<file path="src/design/pmt_defs.svh">
`ifndef PMT_DEFS_SVH
`define PMT_DEFS_SVH

// ==========================================
// Bus geometry and register map
`define PMT_ADDR_W       8
`define PMT_DATA_W       32
`define PMT_OFF_CONTROL  8'h00
`define PMT_OFF_COUNT    8'h04
`define PMT_OFF_PERIOD   8'h08
`define PMT_OFF_FLAGS    8'h0c
`define PMT_RESP_OKAY    2'h0
`define PMT_RESP_SLVERR  2'h2

// ==========================================
// Control and flags register fields
`define PMT_CTL_PRE_LSB  0
`define PMT_CTL_PRE_MSB  1
`define PMT_CTL_ON_BIT   2
`define PMT_CTL_POST_LSB 3
`define PMT_CTL_POST_MSB 6
`define PMT_FLAG_BIT     0

// ==========================================
// Reset values and counts
`define PMT_COUNT_RST    8'h00
`define PMT_PERIOD_RST   8'hff
`define PMT_QTR_LAST     2'h3
`define PMT_PRE_LAST_1   4'h0
`define PMT_PRE_LAST_4   4'h3
`define PMT_PRE_LAST_16  4'hf
`define PMT_PRE_SEL_1    2'h0
`define PMT_PRE_SEL_4    2'h1
`endif

</file>
<file path="src/design/pmt_pkg.sv">
package pmt_pkg;
	typedef logic [7:0] pmt_byte_t;
	typedef logic [1:0] pmt_pre_sel_t;
	typedef logic [3:0] pmt_post_sel_t;
	typedef logic [1:0] pmt_resp_t;
endpackage

</file>
<file path="src/design/pmt_timer_if.sv">
`timescale 1ns/100ps
interface pmt_timer_if;
	logic                   timer_on;
	pmt_pkg::pmt_pre_sel_t  prescale_select;
	pmt_pkg::pmt_post_sel_t postscale_select;
	pmt_pkg::pmt_byte_t     period_value;
	logic                   count_wr;
	logic                   ctrl_wr;
	pmt_pkg::pmt_byte_t     wr_data;
	pmt_pkg::pmt_byte_t     timer_count;
	logic                   post_pulse;

	modport ctrl (output timer_on, prescale_select, postscale_select, period_value,
		count_wr, ctrl_wr, wr_data, input timer_count, post_pulse);
	modport core (input timer_on, prescale_select, postscale_select, period_value,
		count_wr, ctrl_wr, wr_data, output timer_count, post_pulse);
endinterface

</file>
<file path="src/design/pmt_core.sv">
`timescale 1ns/100ps
`include "pmt_defs.svh"
module pmt_core (
	// Clock and reset
	input wire logic core_clk,
	input wire logic reset_n,
	// Register side
	pmt_timer_if.core tif
);
	logic [1:0]             quarter;
	logic [3:0]             pre_cnt;
	logic [3:0]             pre_last;
	pmt_pkg::pmt_post_sel_t post_cnt;
	pmt_pkg::pmt_byte_t     count;
	logic                   post_pulse;
	logic                   instr_tick;
	logic                   pre_out;
	logic                   match;
	logic                   scaler_clear;

	// ==========================================
	// Instruction clock and prescaler
	assign instr_tick   = (quarter == `PMT_QTR_LAST);
	assign scaler_clear = tif.count_wr | tif.ctrl_wr;
	assign match        = (count == tif.period_value);

	always_comb begin
		case (tif.prescale_select)
			`PMT_PRE_SEL_1: pre_last = `PMT_PRE_LAST_1;
			`PMT_PRE_SEL_4: pre_last = `PMT_PRE_LAST_4;
			default:        pre_last = `PMT_PRE_LAST_16;
		endcase
	end

	assign pre_out = instr_tick & tif.timer_on & (pre_cnt >= pre_last) & ~scaler_clear;

	// Free-running divide by four of the core clock
	always_ff @(posedge core_clk or negedge reset_n) begin
		if (!reset_n) begin
			quarter <= 2'h0;
		end else begin
			quarter <= quarter + 2'h1;
		end
	end

	always_ff @(posedge core_clk or negedge reset_n) begin
		if (!reset_n) begin
			pre_cnt <= 4'h0;
		end else if (scaler_clear) begin
			pre_cnt <= 4'h0;
		end else if (pre_out) begin
			pre_cnt <= 4'h0;
		end else if (instr_tick && tif.timer_on) begin
			pre_cnt <= pre_cnt + 4'h1;
		end
	end

	// ==========================================
	// Count register
	always_ff @(posedge core_clk or negedge reset_n) begin
		if (!reset_n) begin
			count <= `PMT_COUNT_RST;
		end else if (tif.count_wr) begin
			count <= tif.wr_data;
		end else if (pre_out) begin
			if (match) begin
				count <= `PMT_COUNT_RST;
			end else begin
				count <= count + 8'h01;
			end
		end
	end

	// ==========================================
	// Postscaler
	always_ff @(posedge core_clk or negedge reset_n) begin
		if (!reset_n) begin
			post_cnt   <= 4'h0;
			post_pulse <= 1'b0;
		end else if (scaler_clear) begin
			post_cnt   <= 4'h0;
			post_pulse <= 1'b0;
		end else if (pre_out && match) begin
			if (post_cnt >= tif.postscale_select) begin
				post_cnt   <= 4'h0;
				post_pulse <= 1'b1;
			end else begin
				post_cnt   <= post_cnt + 4'h1;
				post_pulse <= 1'b0;
			end
		end else begin
			post_pulse <= 1'b0;
		end
	end

	assign tif.timer_count = count;
	assign tif.post_pulse  = post_pulse;
endmodule

</file>
<file path="src/design/pmt_top.sv">
// Chosen here: the placing of the registers and register access over AXI4-Lite.
`timescale 1ns/100ps
`include "pmt_defs.svh"
module pmt_top (
	// Clock and reset
	input  wire logic                   core_clk,
	input  wire logic                   reset_n,
	// AXI4-Lite write address
	input  wire logic [`PMT_ADDR_W-1:0] s_axi_awaddr,
	input  wire logic [2:0]             s_axi_awprot,
	input  wire logic                   s_axi_awvalid,
	output logic                        s_axi_awready,
	// AXI4-Lite write data
	input  wire logic [`PMT_DATA_W-1:0] s_axi_wdata,
	input  wire logic [3:0]             s_axi_wstrb,
	input  wire logic                   s_axi_wvalid,
	output logic                        s_axi_wready,
	// AXI4-Lite write response
	output logic [1:0]                  s_axi_bresp,
	output logic                        s_axi_bvalid,
	input  wire logic                   s_axi_bready,
	// AXI4-Lite read address
	input  wire logic [`PMT_ADDR_W-1:0] s_axi_araddr,
	input  wire logic [2:0]             s_axi_arprot,
	input  wire logic                   s_axi_arvalid,
	output logic                        s_axi_arready,
	// AXI4-Lite read data
	output logic [`PMT_DATA_W-1:0]      s_axi_rdata,
	output logic [1:0]                  s_axi_rresp,
	output logic                        s_axi_rvalid,
	input  wire logic                   s_axi_rready
);
	// ==========================================
	// Declarations
	pmt_timer_if tif ();

	logic [`PMT_ADDR_W-1:0] aw_addr;
	logic                   aw_have;
	logic [`PMT_DATA_W-1:0] w_data;
	logic [3:0]             w_strb;
	logic                   w_have;
	logic                   do_write;
	logic                   wr_byte0;
	logic                   wr_hit_control;
	logic                   wr_hit_count;
	logic                   wr_hit_period;
	logic                   wr_hit_flags;
	logic                   wr_mapped;
	logic                   next_aw_have;
	logic                   next_w_have;
	logic                   next_bvalid;
	logic                   next_rvalid;
	logic                   ar_take;
	logic                   rd_mapped;
	logic [`PMT_DATA_W-1:0] rd_word;
	pmt_pkg::pmt_resp_t     rd_resp;

	logic                   timer_on;
	pmt_pkg::pmt_pre_sel_t  prescale_select;
	pmt_pkg::pmt_post_sel_t postscale_select;
	pmt_pkg::pmt_byte_t     period_value;
	logic                   match_irq_flag;
	pmt_pkg::pmt_byte_t     control_byte;

	// ==========================================
	// Write channel capture
	// Address and data are held separately, so either may arrive first.
	assign do_write = aw_have & w_have & ~s_axi_bvalid;

	always_comb begin
		next_aw_have = aw_have;
		if (s_axi_awvalid && s_axi_awready) begin
			next_aw_have = 1'b1;
		end else if (do_write) begin
			next_aw_have = 1'b0;
		end
	end

	always_comb begin
		next_w_have = w_have;
		if (s_axi_wvalid && s_axi_wready) begin
			next_w_have = 1'b1;
		end else if (do_write) begin
			next_w_have = 1'b0;
		end
	end

	always_comb begin
		next_bvalid = s_axi_bvalid;
		if (do_write) begin
			next_bvalid = 1'b1;
		end else if (s_axi_bready) begin
			next_bvalid = 1'b0;
		end
	end

	always_ff @(posedge core_clk or negedge reset_n) begin
		if (!reset_n) begin
			aw_have       <= 1'b0;
			aw_addr       <= '0;
			s_axi_awready <= 1'b0;
		end else begin
			aw_have       <= next_aw_have;
			s_axi_awready <= ~next_aw_have;
			if (s_axi_awvalid && s_axi_awready) begin
				aw_addr <= s_axi_awaddr;
			end
		end
	end

	always_ff @(posedge core_clk or negedge reset_n) begin
		if (!reset_n) begin
			w_have       <= 1'b0;
			w_data       <= '0;
			w_strb       <= 4'h0;
			s_axi_wready <= 1'b0;
		end else begin
			w_have       <= next_w_have;
			s_axi_wready <= ~next_w_have;
			if (s_axi_wvalid && s_axi_wready) begin
				w_data <= s_axi_wdata;
				w_strb <= s_axi_wstrb;
			end
		end
	end

	// ==========================================
	// Write decode and response
	assign wr_hit_control = (aw_addr == `PMT_OFF_CONTROL);
	assign wr_hit_count   = (aw_addr == `PMT_OFF_COUNT);
	assign wr_hit_period  = (aw_addr == `PMT_OFF_PERIOD);
	assign wr_hit_flags   = (aw_addr == `PMT_OFF_FLAGS);
	assign wr_mapped      = wr_hit_control | wr_hit_count | wr_hit_period | wr_hit_flags;
	// All fields live in byte lane 0; a write without that lane has no effect.
	assign wr_byte0       = do_write & w_strb[0];

	always_ff @(posedge core_clk or negedge reset_n) begin
		if (!reset_n) begin
			s_axi_bvalid <= 1'b0;
			s_axi_bresp  <= `PMT_RESP_OKAY;
		end else begin
			s_axi_bvalid <= next_bvalid;
			if (do_write) begin
				s_axi_bresp <= wr_mapped ? `PMT_RESP_OKAY : `PMT_RESP_SLVERR;
			end
		end
	end

	// ==========================================
	// Control and period registers
	always_ff @(posedge core_clk or negedge reset_n) begin
		if (!reset_n) begin
			timer_on         <= 1'b0;
			prescale_select  <= 2'h0;
			postscale_select <= 4'h0;
		end else if (wr_byte0 && wr_hit_control) begin
			timer_on         <= w_data[`PMT_CTL_ON_BIT];
			prescale_select  <= w_data[`PMT_CTL_PRE_MSB:`PMT_CTL_PRE_LSB];
			postscale_select <= w_data[`PMT_CTL_POST_MSB:`PMT_CTL_POST_LSB];
		end
	end

	always_ff @(posedge core_clk or negedge reset_n) begin
		if (!reset_n) begin
			period_value <= `PMT_PERIOD_RST;
		end else if (wr_byte0 && wr_hit_period) begin
			period_value <= w_data[7:0];
		end
	end

	// ==========================================
	// Match flag
	// Write one to clear; a postscaler pulse in the same cycle wins.
	always_ff @(posedge core_clk or negedge reset_n) begin
		if (!reset_n) begin
			match_irq_flag <= 1'b0;
		end else if (tif.post_pulse) begin
			match_irq_flag <= 1'b1;
		end else if (wr_byte0 && wr_hit_flags && w_data[`PMT_FLAG_BIT]) begin
			match_irq_flag <= 1'b0;
		end
	end

	// ==========================================
	// Timer core hookup
	assign tif.timer_on         = timer_on;
	assign tif.prescale_select  = prescale_select;
	assign tif.postscale_select = postscale_select;
	assign tif.period_value     = period_value;
	assign tif.count_wr         = wr_byte0 & wr_hit_count;
	assign tif.ctrl_wr          = wr_byte0 & wr_hit_control;
	assign tif.wr_data          = w_data[7:0];

	pmt_core u_core (
		.core_clk (core_clk),
		.reset_n  (reset_n),
		.tif      (tif.core)
	);

	// ==========================================
	// Read channel
	assign ar_take = s_axi_arvalid & s_axi_arready;

	always_comb begin
		control_byte = 8'h00;
		control_byte[`PMT_CTL_ON_BIT] = timer_on;
		control_byte[`PMT_CTL_PRE_MSB:`PMT_CTL_PRE_LSB] = prescale_select;
		control_byte[`PMT_CTL_POST_MSB:`PMT_CTL_POST_LSB] = postscale_select;
	end

	always_comb begin
		rd_word   = '0;
		rd_mapped = 1'b1;
		case (s_axi_araddr)
			`PMT_OFF_CONTROL: rd_word[7:0] = control_byte;
			`PMT_OFF_COUNT:   rd_word[7:0] = tif.timer_count;
			`PMT_OFF_PERIOD:  rd_word[7:0] = period_value;
			`PMT_OFF_FLAGS:   rd_word[`PMT_FLAG_BIT] = match_irq_flag;
			default:          rd_mapped = 1'b0;
		endcase
		rd_resp = rd_mapped ? `PMT_RESP_OKAY : `PMT_RESP_SLVERR;
	end

	always_comb begin
		next_rvalid = s_axi_rvalid;
		if (ar_take) begin
			next_rvalid = 1'b1;
		end else if (s_axi_rready) begin
			next_rvalid = 1'b0;
		end
	end

	// One read in flight; arready drops until the data is taken.
	always_ff @(posedge core_clk or negedge reset_n) begin
		if (!reset_n) begin
			s_axi_arready <= 1'b0;
			s_axi_rvalid  <= 1'b0;
			s_axi_rdata   <= '0;
			s_axi_rresp   <= `PMT_RESP_OKAY;
		end else begin
			s_axi_arready <= ~next_rvalid;
			s_axi_rvalid  <= next_rvalid;
			if (ar_take) begin
				s_axi_rdata <= rd_word;
				s_axi_rresp <= rd_resp;
			end
		end
	end
endmodule

</file>
<file path="config.mk">
export PLATFORM = sky130hd
export DESIGN_NAME = pmt_top
export DESIGN_NICKNAME = d
export VERILOG_FILES = /design/src/design/pmt_pkg.sv /design/src/design/pmt_timer_if.sv /design/src/design/pmt_core.sv /design/src/design/pmt_top.sv
export VERILOG_INCLUDE_DIRS = /design/src /design/src/design
export SDC_FILE = /design/constraint.sdc
export NUM_CORES = 1
export LEC_CHECK = 0
export ABC_AREA = 1
export BUFFER_PORTS_ARGS = -buffer_cell sky130_fd_sc_hd__buf_2
export CAP_MARGIN = 20
export CORE_ASPECT_RATIO = 1.25
export CORE_MARGIN = 2
export CORE_UTILIZATION = 57
export DETAILED_ROUTE_END_ITERATION = 8
export PLACE_DENSITY = 0.95
export REMOVE_ABC_BUFFERS = 1
export SLEW_MARGIN = 20
export SYNTH_ARGS = -nofsm -noshare
export SYNTH_HDL_FRONTEND = slang
export SYNTH_SLANG_ARGS = --single-unit
</file>
<file path="constraint.sdc">
create_clock -name core_clk -period 4.68 [get_ports core_clk]
set_input_delay 0.234 -clock core_clk [delete_from_list [all_inputs] [get_ports core_clk]]
set_output_delay 0.234 -clock core_clk [all_outputs]
set_load 0.05 [all_outputs]
</file>
# == Yosys cells after proc, flatten, opt, wreduce, memory -nomap -nowiden ==
# Index checks and enable logic that the tools add are counted.
# Widths: inputs -> output; s select.
# op_classes
addsub,4
multipliers,0
div,0
n_lt_le_gt_ge,2
n_eq_ne,9
n_shift,0
n_mux,28
bitwise,18
reduce_logical,17
# ops
cell,count
$eq 8x4->1 const B,4
$mux 4,6
$mux 8,3
$pmux 7 s3,1
$eq 8x3->1 const B,2
$logic_not 8->1,2
$mux 1,14
$and 1x1->1,9
$add 4x1->4 const B,2
$add 8x1->8 const B,1
$eq 8x8->1,1
$ge 4x4->1,2
$logic_and 1x1->1,8
$pmux 4 s2,1
$reduce_bool 2->1,4
$not 1->1,5
$mux 2,2
$or 1x1->1,4
$pmux 1 s4,1
$reduce_or 4->1,1
$reduce_bool 3->1,1
$add 2x1->2 const B,1
$eq 2x1->1 const B,1
$eq 2x2->1 const B,1
$logic_not 2->1,1
# totals
reg_bits,71
latchBits,0
mem_bits_rw,0
mem_bits_ro,0
inputBits,65
out_inout_bits,41
elab_cells,101
memories,0

# == Logic depth before layout (Yosys ltp) ==
# Gate-level depths: netlist of run 1.
# depth
depth_word,10
mapped_depth,13
depth_no_buf,13

# == By module ==
# From an unflattened synthesis of run 1, not the netlist that was laid out.
# hier_totals
cells_unflattened,469
hier_area_um2,3913.8
# modules_own_cells
mod,n_inst,cells_per_inst,area_per_inst_um2,seq_area_each_um2
pmt_top,1,274,2417.3,1261.2
pmt_core,1,195,1496.4,475.5

# == Worst setup path after synthesis of run 1 ==
# No wires, ideal clock.
# synth_timing
kind,register to register
start,register prescale_select[1]
end,register u_core.post_cnt[1]
setup_time_ns,0.118
t_arrival_ns,1.512
required_ns,4.562
slack_ns,3.050
path_stages_with_launch,11
path_buffers,0
period_less_slack_ns,1.630
cell_sequence,dfrtp_1 nor2_1 inv_1 ha_1 nand3_1 nand3_1 nand2_1 nor2_4 nand2_4 nand3_1 nand2_1
# synth_between
elab_chain_cells,7
word_cells_on_any_way,8
cone_classes,order compare (1); eq/ne (1); mux (1); bitwise (2); reduce/logical (3)
# synth_rtl
element,line_no,rtl
"start, declared",pmt_top.sv:59,pmt_pkg::pmt_pre_sel_t prescale_select;
"start signal, assigned",pmt_top.sv:158,prescale_select <= w_data[`PMT_CTL_PRE_MSB:`PMT_CTL_PRE_LSB];
$eq 2x1->1 or $logic_not 2->1 (tied branches),pmt_core.sv:28,case (tif.prescale_select)
$pmux 4 s2 *,pmt_core.sv:28,
$ge 4x4->1 *,pmt_core.sv:35,assign pre_out = instr_tick & tif.timer_on & (pre_cnt >= pre_last) & ~scaler_clear;
$and 1x1->1 * (2 in a row),pmt_core.sv:35,
$logic_and 1x1->1 *,pmt_core.sv:83,end else if (pre_out && match) begin
$reduce_bool 2->1 (no source line) *,--,
"end signal, assigned",pmt_core.sv:88,post_cnt <= post_cnt + 4'h1;
"end, declared",pmt_core.sv:13,pmt_pkg::pmt_post_sel_t post_cnt;
# Mark *: on every way between the ends. The rest lies on a longest branch, timed or not.
# A chain may end at the register's enable or synchronous reset.

# == Worst setup path after layout of run 1 ==
# layout_timing
start,register prescale_select[0]
end,register u_core.post_cnt[0]
# The elaborated chain is that of the path after synthesis.

==> results of run 1 <==
[cells in the mapped netlist, types with 2 or more instances]
cell type    n
buf_2        2
dfrtp_1     61
nor2_4       3
nand2_4      2
o21ai_0     22
nand3_4      2
o211ai_1     2
mux2_2       6
nor2_1      43
inv_1       53
o21ai_2      8
nand3_1     56
dfstp_2      8
clkbuf_1     3
buf_4       29
o31ai_1      2
nor3_1       6
xnor2_1      4
xor2_1       4
inv_2       10
ha_1        12
nor2_2       5
a21oi_1     14
nand2_2      3
nand4_1      2
nand2_1    129
[final cells by class]
| type | instances | share of cell area |
|---|---|---|
| inverters | 64 | 0.05546 |
| flip-flops and latches | 69 | 0.4009 |
| well taps | 90 | 0.02600 |
| multi-input cells | 357 | 0.4223 |
| repair buffers | 47 | 0.05488 |
| clock inverters | 7 | 0.01184 |
| clock buffers | 9 | 0.02860 |
[metrics by stage]
step | hold WS [ns] | total power [W] | worst slack, ns | std cells
floorplan | -0.06159 | 0.001495 | 2.979 | 490
global placement | 0.4073 | 0.001652 | 2.869 | 627
detailed placement | 0.4149 | 0.001700 | 2.758 | 627
CTS | 0.04331 | 0.002134 | 2.738 | 643
global route | 0.07098 | 0.002273 | 2.570 | 643
finish | 0.04108 | 0.002131 | 2.714 | 643
[worst paths after layout]
kind | from | to | slack (ns) | cells past startpoint
max in group asynchronous | reset_n | s_axi_rdata[4] | 4.05 | 2
max | prescale_select[0] | u_core.post_cnt[0] | 2.71 | 10
min | reset_n | s_axi_rdata[7] | 0.04 | 2
min reg2reg | u_core.tif.post_pulse | match_irq_flag | 0.44 | 1
max reg2reg | prescale_select[0] | u_core.post_cnt[0] | 2.71 | 10
min in group core_clk | s_axi_bready | s_axi_bvalid | 0.05 | 2
[where the power goes]
part | total (W) | switching, W | internal, W | leakage [nW]
clock | 0.000437 | 0.000243 | 0.000193 | 0.0856
sequential | 0.000888 | 0.000132 | 0.000756 | 0.858
combinational | 0.000806 | 0.000562 | 0.000244 | 1.34
[critical path, delay by kind of cell, from the launching register on]
| family | cells | cell delay [ns] |
|---|---|---|
| DFF | 1 | 0.42 |
| and+or+nand+nor | 8 | 1.10 |
| adders and majority gates | 1 | 0.28 |
| buffers and inverters | 1 | 0.06 |
[kinds of logic (layout without fill, tap and decap cells)]
kind of cell	after synthesis	count (layout)
AND/OR/NAND/NOR	254	254
buffers and inverters	99	127
flip-flops	69	69
AO/OA/AOI/OAI	51	51
adder cells (fa/ha/maj)	12	12
XOR/XNOR	8	8
multiplexers	6	6
other	1	26
[registers in the layout, indices dropped and copies added (netlist names), 2 cells and up]
register	count
period_value	8
u_core.tif.timer_count	8
aw_addr	8
w_data	8
u_core.pre_cnt	4
prescale_select	2
u_core.post_cnt	4
postscale_select	4
s_axi_rdata	8
u_core.quarter	2
[layer usage]
metal  vias up  wire length, µm
met3        24              416
met4         0              281
li1       1639                -
met2       135             4211
met5         -                0
met1      1535             3414
==> results.py, run 1 <==
metrics = {
    "setup_path": {
        "critical_path.max_stage_delay_ns": 0.42,
        "crit_path_frequent_cell": "nand3_1",
        "worst_setup_path_start_kind": "flip-flop",
        "cp_cell_sequence": "nor2_1 -> inv_1 -> ha_1 -> nand3_1 -> nand3_1 -> nand2_1 -> nor2_4 -> nand2_4 -> nand3_1 -> nand2_1",
        "worst-path-max-fanout": 8,
        "crit_required_ns": 4.92,
        "critPathSlowestCell": "dfrtp_1",
        "arrival_ns": 2.21,
        "crit_type": "flip-flop to flip-flop",
        "end_kind": "flip-flop",
    },
    "min_path": {
        "hold_class": "primary input to asynchronous set/reset pin",
    },
    "synthesis": {
        "synth.area.mux_share": 0.01705,
        "synth_ff_type": "dfrtp_1",
        "async_flop_share": 1.000,
        "syn_inst": 500,
        "synthDominantCellAreaShare": 0.3852,
        "synth_area_leaders": "dfrtp_1 39%, nand2_1 12%, nand3_1 7.1%",
        "avgSynthCellArea_um2": 7.925,
        "synth_edf_count": 0,
        "synth_compound_area_frac": 0.07610,
        "ys_types": 35,
        "yosysTopAreaCell": "dfrtp_1",
        "synthAdderAreaFrac": 0.03789,
        "post_synth_xor_area_fraction": 0.01768,
        "ys_seq_area_frac": 0.4383,
        "ys_ff_latch": 69,
        "yosys.area_share.simple": 0.2883,
        "synth.cell_area_um2": 3963,
        "ys_warn_count": 0,
        "synth_top_family_by_area": "simple AND/OR/NAND/NOR gates",
    },
    "global_routing": {
        "top_usage_layer": "met2",
        "grt_use_total": 0.2342,
        "grt_pass1_wl_um": 14120,
        "first_global_vias": 3250,
        "grt_overflow": 0,
        "use_met2": 0.3958,
        "met3_usage": 0.03717,
        "met1_usage": 0.2843,
        "antenna_found_initial": 0,
        "grt_max_degree": 70,
    },
    "power": {
        "power-per-cell-area_nw_per_um2": 491.9,
        "p_leak_nw": 2.279,
        "vdd_drop_max_v": 0.0004755,
    },
    "clock_network": {
        "clk_path_buf_depth": 2,
        "clk_latency_ns": 0.36,
        "cts_tree": "built",
        "cts_buffers": 9,
        "post-cts-setup-buffers": 0,
        "post_cts_resized": 0,
        "cts_hold_buf": 0,
        "htree_num_levels": 3,
        "cts-root-buf": "clkbuf_8",
        "clk_pin_slew_ns": 0.08,
        "cts.sinks": 69,
    },
    "die": {
        "dieArea_um2": 7639,
        "start_util": 0.5786,
        "rows": 34,
        "num_io_pins": 106,
        "die_height_um": 97.22,
        "core_area_um2": 6849,
        "die-width_um": 78.58,
    },
    "detailed_routing": {
        "routed_wl_um": 8324,
        "ant_nets": 0,
        "drcViolationCount": 0,
        "vias_per_cell": 5.184,
        "vias": 3333,
        "routedWlPerCell_um": 12.95,
        "dr.pass1.iters": 5,
        "drt_iter0_markers": 192,
    },
    "sta": {
        "rsz0062_at_grt": "no",
        "max_freq_mhz": 508.6,
        "setup_tns_ns": 0,
        "worst_pin_slew_ns": 0.8636,
        "final.period_utilization": 0.4201,
        "drv_slew": 0,
        "setup_viol_count_final": 0,
        "finalHoldViolCount": 0,
        "timing.slew.headroom": 0.4243,
        "skew_ns": 0.004581,
        "fin_crit_ns": 1.966,
    },
    "cells_and_area": {
        "regArea_um2": 1737,
        "mostFrequentLayoutCells": "129 x nand2_1, 61 x dfrtp_1, 56 x nand3_1, 53 x inv_1, 46 x buf_2",
        "final_util": 0.6324,
        "antenna_cells": 0,
        "fill_cells": 568,
        "multiInputGateArea_um2": 1829,
        "drive_above_1_share": 0.2043,
        "area.growth.synth_to_final_pct": 9.315,
        "finalInstanceArea_um2": 4332,
        "layout_commonest_cell": "nand2_1",
        "final_net_count": 625,
    },
    "run": {
        "drv_cap": 0,
    },
    "run_status": {
        "outcome": "finished clean",
    },
    "placement": {
        "port_buffers": 46,
        "routabilityCongestion": 0.8393,
        "hpwlAfterDp_um": 6181,
        "place_area_um2": 4156,
    },
}
(Power assumes the default switching activity.)
==> run 2, diff against run 1 <==
--- a/config.mk
+++ b/config.mk
@@ -6,14 +6,14 @@
 export SDC_FILE = /design/constraint.sdc
 export NUM_CORES = 1
 export LEC_CHECK = 0
-export ABC_AREA = 1
+export ABC_AREA = 0
 export BUFFER_PORTS_ARGS = -buffer_cell sky130_fd_sc_hd__buf_2
 export CAP_MARGIN = 20
 export CORE_ASPECT_RATIO = 1.25
 export CORE_MARGIN = 2
-export CORE_UTILIZATION = 57
+export CORE_UTILIZATION = 52
 export DETAILED_ROUTE_END_ITERATION = 8
-export PLACE_DENSITY = 0.95
+export PLACE_DENSITY = 0.89
 export REMOVE_ABC_BUFFERS = 1
 export SLEW_MARGIN = 20
 export SYNTH_ARGS = -nofsm -noshare
==> constraint.sdc (replaced) <==
create_clock -name core_clk -period 1.85 [get_ports core_clk]
set_input_delay 0.0925 -clock core_clk [delete_from_list [all_inputs] [get_ports core_clk]]
set_output_delay 0.0925 -clock core_clk [all_outputs]
set_load 0.05 [all_outputs]
==> run 2 against run 1 <==
The run now ends with setup timing left; largest cell class unchanged; via count is 5.5% lower; setup slack worse by 3.2 ns; clock skew increased by 0.0066 ns; global-route usage increased by 2.5 points; non-clock buffer count is 82 higher.
==> results.py, run 2 <==
metrics = {
    "setup_path": {
        "crit_required_ns": 2.11,
        "end_kind": "flip-flop",
        "arrival_ns": 2.57,
        "crit_type": "flip-flop to flip-flop",
        "critPathSlowestCell": "or4_4",
        "worst-path-max-fanout": 5,
        "crit_path_frequent_cell": "buf_4",
        "worst_setup_path_start_kind": "flip-flop",
        "critical_path.max_stage_delay_ns": 0.54,
        "cp_cell_sequence": "or4_4 -> buf_4 -> nor4_4 -> buf_4 -> or2_4 -> nor2_1 -> a311o_1 -> o21ai_2",
    },
    "synthesis": {
        "yosysTopAreaCell": "dfrtp_1",
        "synthDominantCellAreaShare": 0.4257,
        "avgSynthCellArea_um2": 10.83,
        "synth_area_leaders": "dfrtp_1 43%, mux2_2 8.8%, dfstp_2 5.9%",
        "yosysMostFrequentCell": "dfrtp_1",
        "synth_ff_type": "dfrtp_1",
        "synth_top_family_by_area": "simple AND/OR/NAND/NOR gates",
        "ys_seq_area_frac": 0.4843,
        "ys_warn_count": 0,
        "ys_ff_latch": 69,
        "synth.cell_area_um2": 3586,
        "syn_inst": 331,
        "post_synth_xor_area_fraction": 0.02198,
        "async_flop_share": 1.000,
        "ys_types": 50,
        "ys_top_cells_by_count": "61 x dfrtp_1, 30 x nand2_1, 28 x mux2_2",
        "yosys.area_share.simple": 0.1343,
        "synth.area.mux_share": 0.1137,
        "synth_edf_count": 0,
        "synthAdderAreaFrac": 0.04187,
        "synth_compound_area_frac": 0.1228,
    },
    "clock_network": {
        "cts.sinks": 69,
        "htree_num_levels": 3,
        "cts-root-buf": "clkbuf_8",
        "clk_latency_ns": 0.35,
        "clk_pin_slew_ns": 0.07,
        "cts_buffers": 9,
        "clk_path_buf_depth": 2,
        "cts_tree": "built",
    },
    "sta": {
        "fin_crit_ns": 2.301,
        "max_freq_mhz": 434.6,
        "timing.slew.headroom": 0.5986,
        "worst_pin_slew_ns": 0.6007,
        "setup_viol_count_final": 32,
        "setup_ws_ns": -0.4508,
        "final.period_utilization": 1.244,
        "skew_ns": 0.01115,
        "drv_slew": 0,
        "rsz0062_at_grt": "yes",
        "finalHoldViolCount": 0,
    },
    "cells_and_area": {
        "final_net_count": 541,
        "final_cells": 556,
        "final_util": 0.7500,
        "drive_above_1_share": 0.4222,
        "area.growth.synth_to_final_pct": 38.17,
        "antenna_cells": 0,
        "layout_commonest_cell": "dfrtp_1",
        "mostFrequentLayoutCells": "61 x dfrtp_1, 55 x buf_4, 46 x buf_2, 26 x conb_1, 24 x nand2_1",
    },
    "die": {
        "die-width_um": 78.28,
        "dieArea_um2": 7581,
        "core_area_um2": 6606,
        "start_util": 0.5428,
        "die_height_um": 96.85,
        "num_io_pins": 106,
        "rows": 33,
    },
    "detailed_routing": {
        "drcViolationCount": 0,
        "ant_nets": 0,
        "dr.pass1.iters": 5,
        "vias_per_cell": 5.665,
        "vias": 3150,
        "routedWlPerCell_um": 18.38,
        "routed_wl_um": 10220,
        "drt_iter0_markers": 350,
    },
    "global_routing": {
        "grt_max_degree": 28,
        "grt_use_total": 0.2589,
        "grt_pass1_wl_um": 15180,
        "antenna_found_initial": 0,
        "first_global_vias": 3204,
        "grt_overflow": 0,
    },
    "power": {
        "vdd_drop_max_v": 0.001181,
        "power-per-cell-area_nw_per_um2": 1216,
        "p_leak_nw": 2.389,
    },
    "placement": {
        "port_buffers": 46,
        "routabilityCongestion": 0.8895,
        "dp.cells": 508,
        "hpwlAfterDp_um": 6039,
    },
    "run_status": {
        "outcome": "complete, but fails checks",
        "violations": "setup timing",
    },
    "min_path": {
        "hold_class": "primary input to flip-flop",
    },
    "run": {
        "drv_cap": 0,
    },
}
[run 2: changes by cell type in the layout (fill, tap and decap cells not counted), moves of 11 or more]
cell and change:
nand3_1 -53, dlygate4sd3_1 +19, inv_1 -37, mux2_2 +11, nand2_1 -105, buf_4 +54, mux2_4 +11, nor2_1 -28
[run 2: layout make-up]
cell class,count,area [µm²]
multi-input cells,239,1872
clock inverters,4,70.07
repair buffers,129,952.2
inverters,16,60.06
clock buffers,12,155.1
well taps,87,108.9
flip-flops and latches,69,1737
fillers,391,1652
[run 2: kinds of logic after synthesis]
kind of cell               after synthesis
AOI/OAI and AO/OA                       68
xor gates and xnor gates                 9
adders and majority gates               12
buffers and inverters                   48
DFF                                     69
muxes                                   36
other                                    1
and+or+nand+nor                         88
[run 2: worst paths after layout]
check,from,cells after the start,endpoint,slack (ns)
max,aw_addr[4],8,u_core.post_cnt[3],-0.45
min,s_axi_awaddr[0],2,aw_addr[0],0.006
max reg2reg,aw_addr[4],8,u_core.post_cnt[3],-0.45
min reg2reg,u_core.quarter[0],1,u_core.quarter[0],0.44
max in group asynchronous,reset_n,3,period_value[2],0.98
min in group asynchronous,reset_n,2,u_core.post_cnt[3],0.24
[run 2: layer usage]
metal | wire length (µm) | track usage | vias to the layer above
li1 | - | - | 1387
met3 | 569 | 0.04011 | 51
met4 | 458 | 0.1336 | 0
met5 | 0 | 0 | -
met2 | 5411 | 0.4721 | 167
met1 | 3782 | 0.2849 | 1545
[run 2: repair_timing]
action / in CTS / in global routing
setup endpoints to repair: 32 / 32
hold buffers: 19 / 0
gates cloned: 1 / 0
pin swaps: 10 / 9
hold endpoints to repair: 34 / 0
gates resized for setup: 40 / 25
setup buffers: 8 / 6
[run 2: critical path, delay by kind of cell (launching register included)]
kind,cells,cell delay [ns]
simple gates,4,1.09
compound gates,2,0.39
flops,1,0.38
buf+inv,2,0.35
[run 2: per-stage QoR]
| step | total power [W] | instance area, µm² | setup TNS, ns | setup slack (ns) | hold WS [ns] |
|---|---|---|---|---|---|
| after global placement | 0.004081 | 4200 | -9.304 | -0.5502 | 0.07651 |
| after global routing | 0.006268 | 4955 | -12.61 | -0.4922 | 0.003430 |
| after detailed placement | 0.004189 | 4200 | -11.28 | -0.6230 | 0.08531 |
| final | 0.006027 | 4955 | -10.66 | -0.4508 | 0.006417 |
| after floorplan | 0.003389 | 3453 | -6.469 | -0.5453 | -0.2031 |
| after CTS | 0.005747 | 4837 | -8.479 | -0.3239 | 0.003149 |
[run 2: power breakdown]
group	switching, W	internal [W]	leakage (nW)
logic	0.00141	0.000985	1.40
clock network	0.000560	0.000829	0.116
registers	0.000365	0.00187	0.869
total	0.00234	0.00369	2.39
==> run 3, diff against run 2 <==
--- a/config.mk
+++ b/config.mk
@@ -13,6 +13,7 @@
 export CORE_MARGIN = 2
 export CORE_UTILIZATION = 52
 export DETAILED_ROUTE_END_ITERATION = 8
+export GPL_TIMING_DRIVEN = 0
 export PLACE_DENSITY = 0.89
 export REMOVE_ABC_BUFFERS = 1
 export SLEW_MARGIN = 20
==> run 3 against run 2 <==
The run still ends with setup timing left; hold slack improved by 0.034 ns; global-route usage down 2.3 points; register-to-register slack better by 0.13 ns; critical path depth is the same; design area fell by 6.0%; power is 6.8% lower; die area is the same; via count fell by 8.1%; clock-buffer cell count grew 1; setup slack better by 0.13 ns; combinational power down 5%; largest cell class unchanged; highest routed layer unchanged.
==> results.py, run 3 (synthesis results as in run 2) <==
metrics = {
    "die": {
        "core_area_um2": 6606,
        "dieArea_um2": 7581,
        "num_io_pins": 106,
        "die_height_um": 96.85,
        "die-width_um": 78.28,
        "start_util": 0.5428,
        "rows": 33,
    },
    "setup_path": {
        "r2r_start": "prescale_select[0]",
        "crit_type": "flip-flop to flip-flop",
        "end_kind": "flip-flop",
        "worst_setup_path_start_kind": "flip-flop",
        "arrival_ns": 2.45,
        "crit_required_ns": 2.13,
        "rrSetupSlack_ns": -0.32,
        "r2r_cells": 8,
        "reg2reg_to": "u_core.post_cnt[2]",
        "worst-path-max-fanout": 3,
    },
    "clock_network": {
        "cts_tree": "built",
        "clk_latency_ns": 0.35,
        "clk_path_buf_depth": 2,
        "cts.sinks": 69,
        "cts-root-buf": "clkbuf_8",
        "cts_buffers": 9,
        "htree_num_levels": 3,
        "clk_pin_slew_ns": 0.07,
    },
    "cells_and_area": {
        "layout_commonest_cell": "dfrtp_1",
        "antenna_cells": 0,
        "fill_cells": 442,
        "final_cells": 521,
        "final_net_count": 506,
        "drive_above_1_share": 0.3733,
        "regArea_um2": 1737,
        "area.growth.synth_to_final_pct": 29.83,
        "multiInputGateArea_um2": 1907,
        "mostFrequentLayoutCells": "61 x dfrtp_1, 45 x buf_2, 26 x nand2_1, 26 x conb_1, 24 x buf_4",
    },
    "run_status": {
        "violations": "setup timing",
        "outcome": "complete, but fails checks",
    },
    "detailed_routing": {
        "ant_nets": 0,
        "routed_wl_um": 8819,
        "vias_per_cell": 5.555,
        "routedWlPerCell_um": 16.93,
        "drcViolationCount": 0,
        "dr.pass1.iters": 4,
        "vias": 2894,
        "drt_iter0_markers": 179,
    },
    "power": {
        "vdd_drop_max_v": 0.0009612,
        "power_w": 0.005616,
        "power-per-cell-area_nw_per_um2": 1206,
        "p_leak_nw": 2.194,
    },
    "global_routing": {
        "grt_use_total": 0.2357,
        "first_global_vias": 3011,
        "grt_max_degree": 44,
        "grt_pass1_wl_um": 13940,
        "antenna_found_initial": 0,
        "grt_overflow": 0,
    },
    "sta": {
        "skew_ns": 0.007693,
        "fin_crit_ns": 2.166,
        "rsz0062_at_grt": "yes",
        "final.period_utilization": 1.171,
        "drv_slew": 0,
        "finalHoldViolCount": 0,
        "timing.slew.headroom": 0.5233,
        "setup_viol_count_final": 31,
        "max_freq_mhz": 461.6,
        "setup_ws_ns": -0.3164,
        "worst_pin_slew_ns": 0.7107,
    },
    "placement": {
        "routabilityCongestion": 0.9134,
        "port_buffers": 46,
        "dp.cells": 458,
        "hpwlAfterDp_um": 5243,
    },
    "min_path": {
        "min_path_cells": 3,
        "worstHoldStart": "s_axi_arvalid",
        "min_to": "s_axi_rresp[1]",
        "hold_class": "primary input to flip-flop",
    },
    "run": {
        "drv_cap": 0,
    },
}
==> run 3: power breakdown <==
| group | leakage [nW] | internal, W | switching (W) | total (W) |
|---|---|---|---|---|
| sequential | 0.869 | 0.00187 | 0.000392 | 0.00227 |
| clock | 0.0872 | 0.000518 | 0.000554 | 0.00107 |
| combinational | 1.24 | 0.000941 | 0.00134 | 0.00228 |
| total | 2.19 | 0.00333 | 0.00228 | 0.00562 |
==> run 3: cell type report <==
| cell class | count | share of cell area |
|---|---|---|
| sequential | 69 | 0.3730 |
| clock buffer | 13 | 0.03198 |
| inverter | 16 | 0.01290 |
| clock inverter | 3 | 0.003225 |
| timing repair buffer | 94 | 0.1459 |
| tap | 87 | 0.02338 |
| multi-input combinational | 239 | 0.4096 |
==> run 3: worst max path at each step <==
stage	start	endpoint	slack (ns)	cells after the start
6_report	prescale_select[0]	u_core.post_cnt[2]	-0.32	8
5_1_grt	u_core.tif.timer_count[5]	u_core.post_cnt[0]	-0.42	7
4_1_cts	prescale_select[1]	u_core.post_cnt[2]	-0.33	8
3_5_place_dp	period_value[0]	u_core.post_cnt[2]	-0.87	6
3_3_place_gp	period_value[0]	u_core.post_cnt[2]	-0.87	6
2_1_floorplan	prescale_select[1]	u_core.post_cnt[2]	-0.55	8
==> run 3: critical path, cell delays in order, from the launching register on <==
cell and delay [ns]:
dfrtp_1 0.40, or2_4 0.27, ha_4 0.25, nand2b_4 0.11, a21oi_4 0.06, o21ai_4 0.23
nand3_4 0.13, or4b_4 0.51, a21oi_2 0.12
==> run 3: repair_timing <==
action / 4_1_cts / 5_1_grt
pin swaps: 16 / 13
gates cloned: 0 / 0
setup buffers: 17 / 10
resized for setup: 41 / 19
endpoints found under the setup margin: 32 / 32
hold endpoints to repair: 45 / 1
hold buffers: 19 / 1
==> run 3: per-layer routing <==
metal  vias up  wire (µm)  GRT usage
met2       139       4723     0.4105
met5         -          0          0
met1      1405       3347     0.2752
met3        27        470    0.04104
li1       1323          -          -
met4         0        277     0.1201
==> run 3: per-stage QoR <==
stage | TNS [ns] | worst slack (ns) | hold WS, ns | instance area [µm²] | utilization
final | -6.863 | -0.3164 | 0.04058 | 4656 | 0.7047
after global routing | -8.751 | -0.4176 | 0.05718 | 4656 | 0.7047
after CTS | -6.574 | -0.3299 | 0.00007083 | 4477 | 0.6777
after detailed placement | -15.47 | -0.8660 | 0.02742 | 3815 | 0.5775
after global placement | -14.08 | -0.8675 | 0.2738 | 3792 | 0.5741
after floorplan | -6.469 | -0.5453 | -0.2031 | 3453 | -
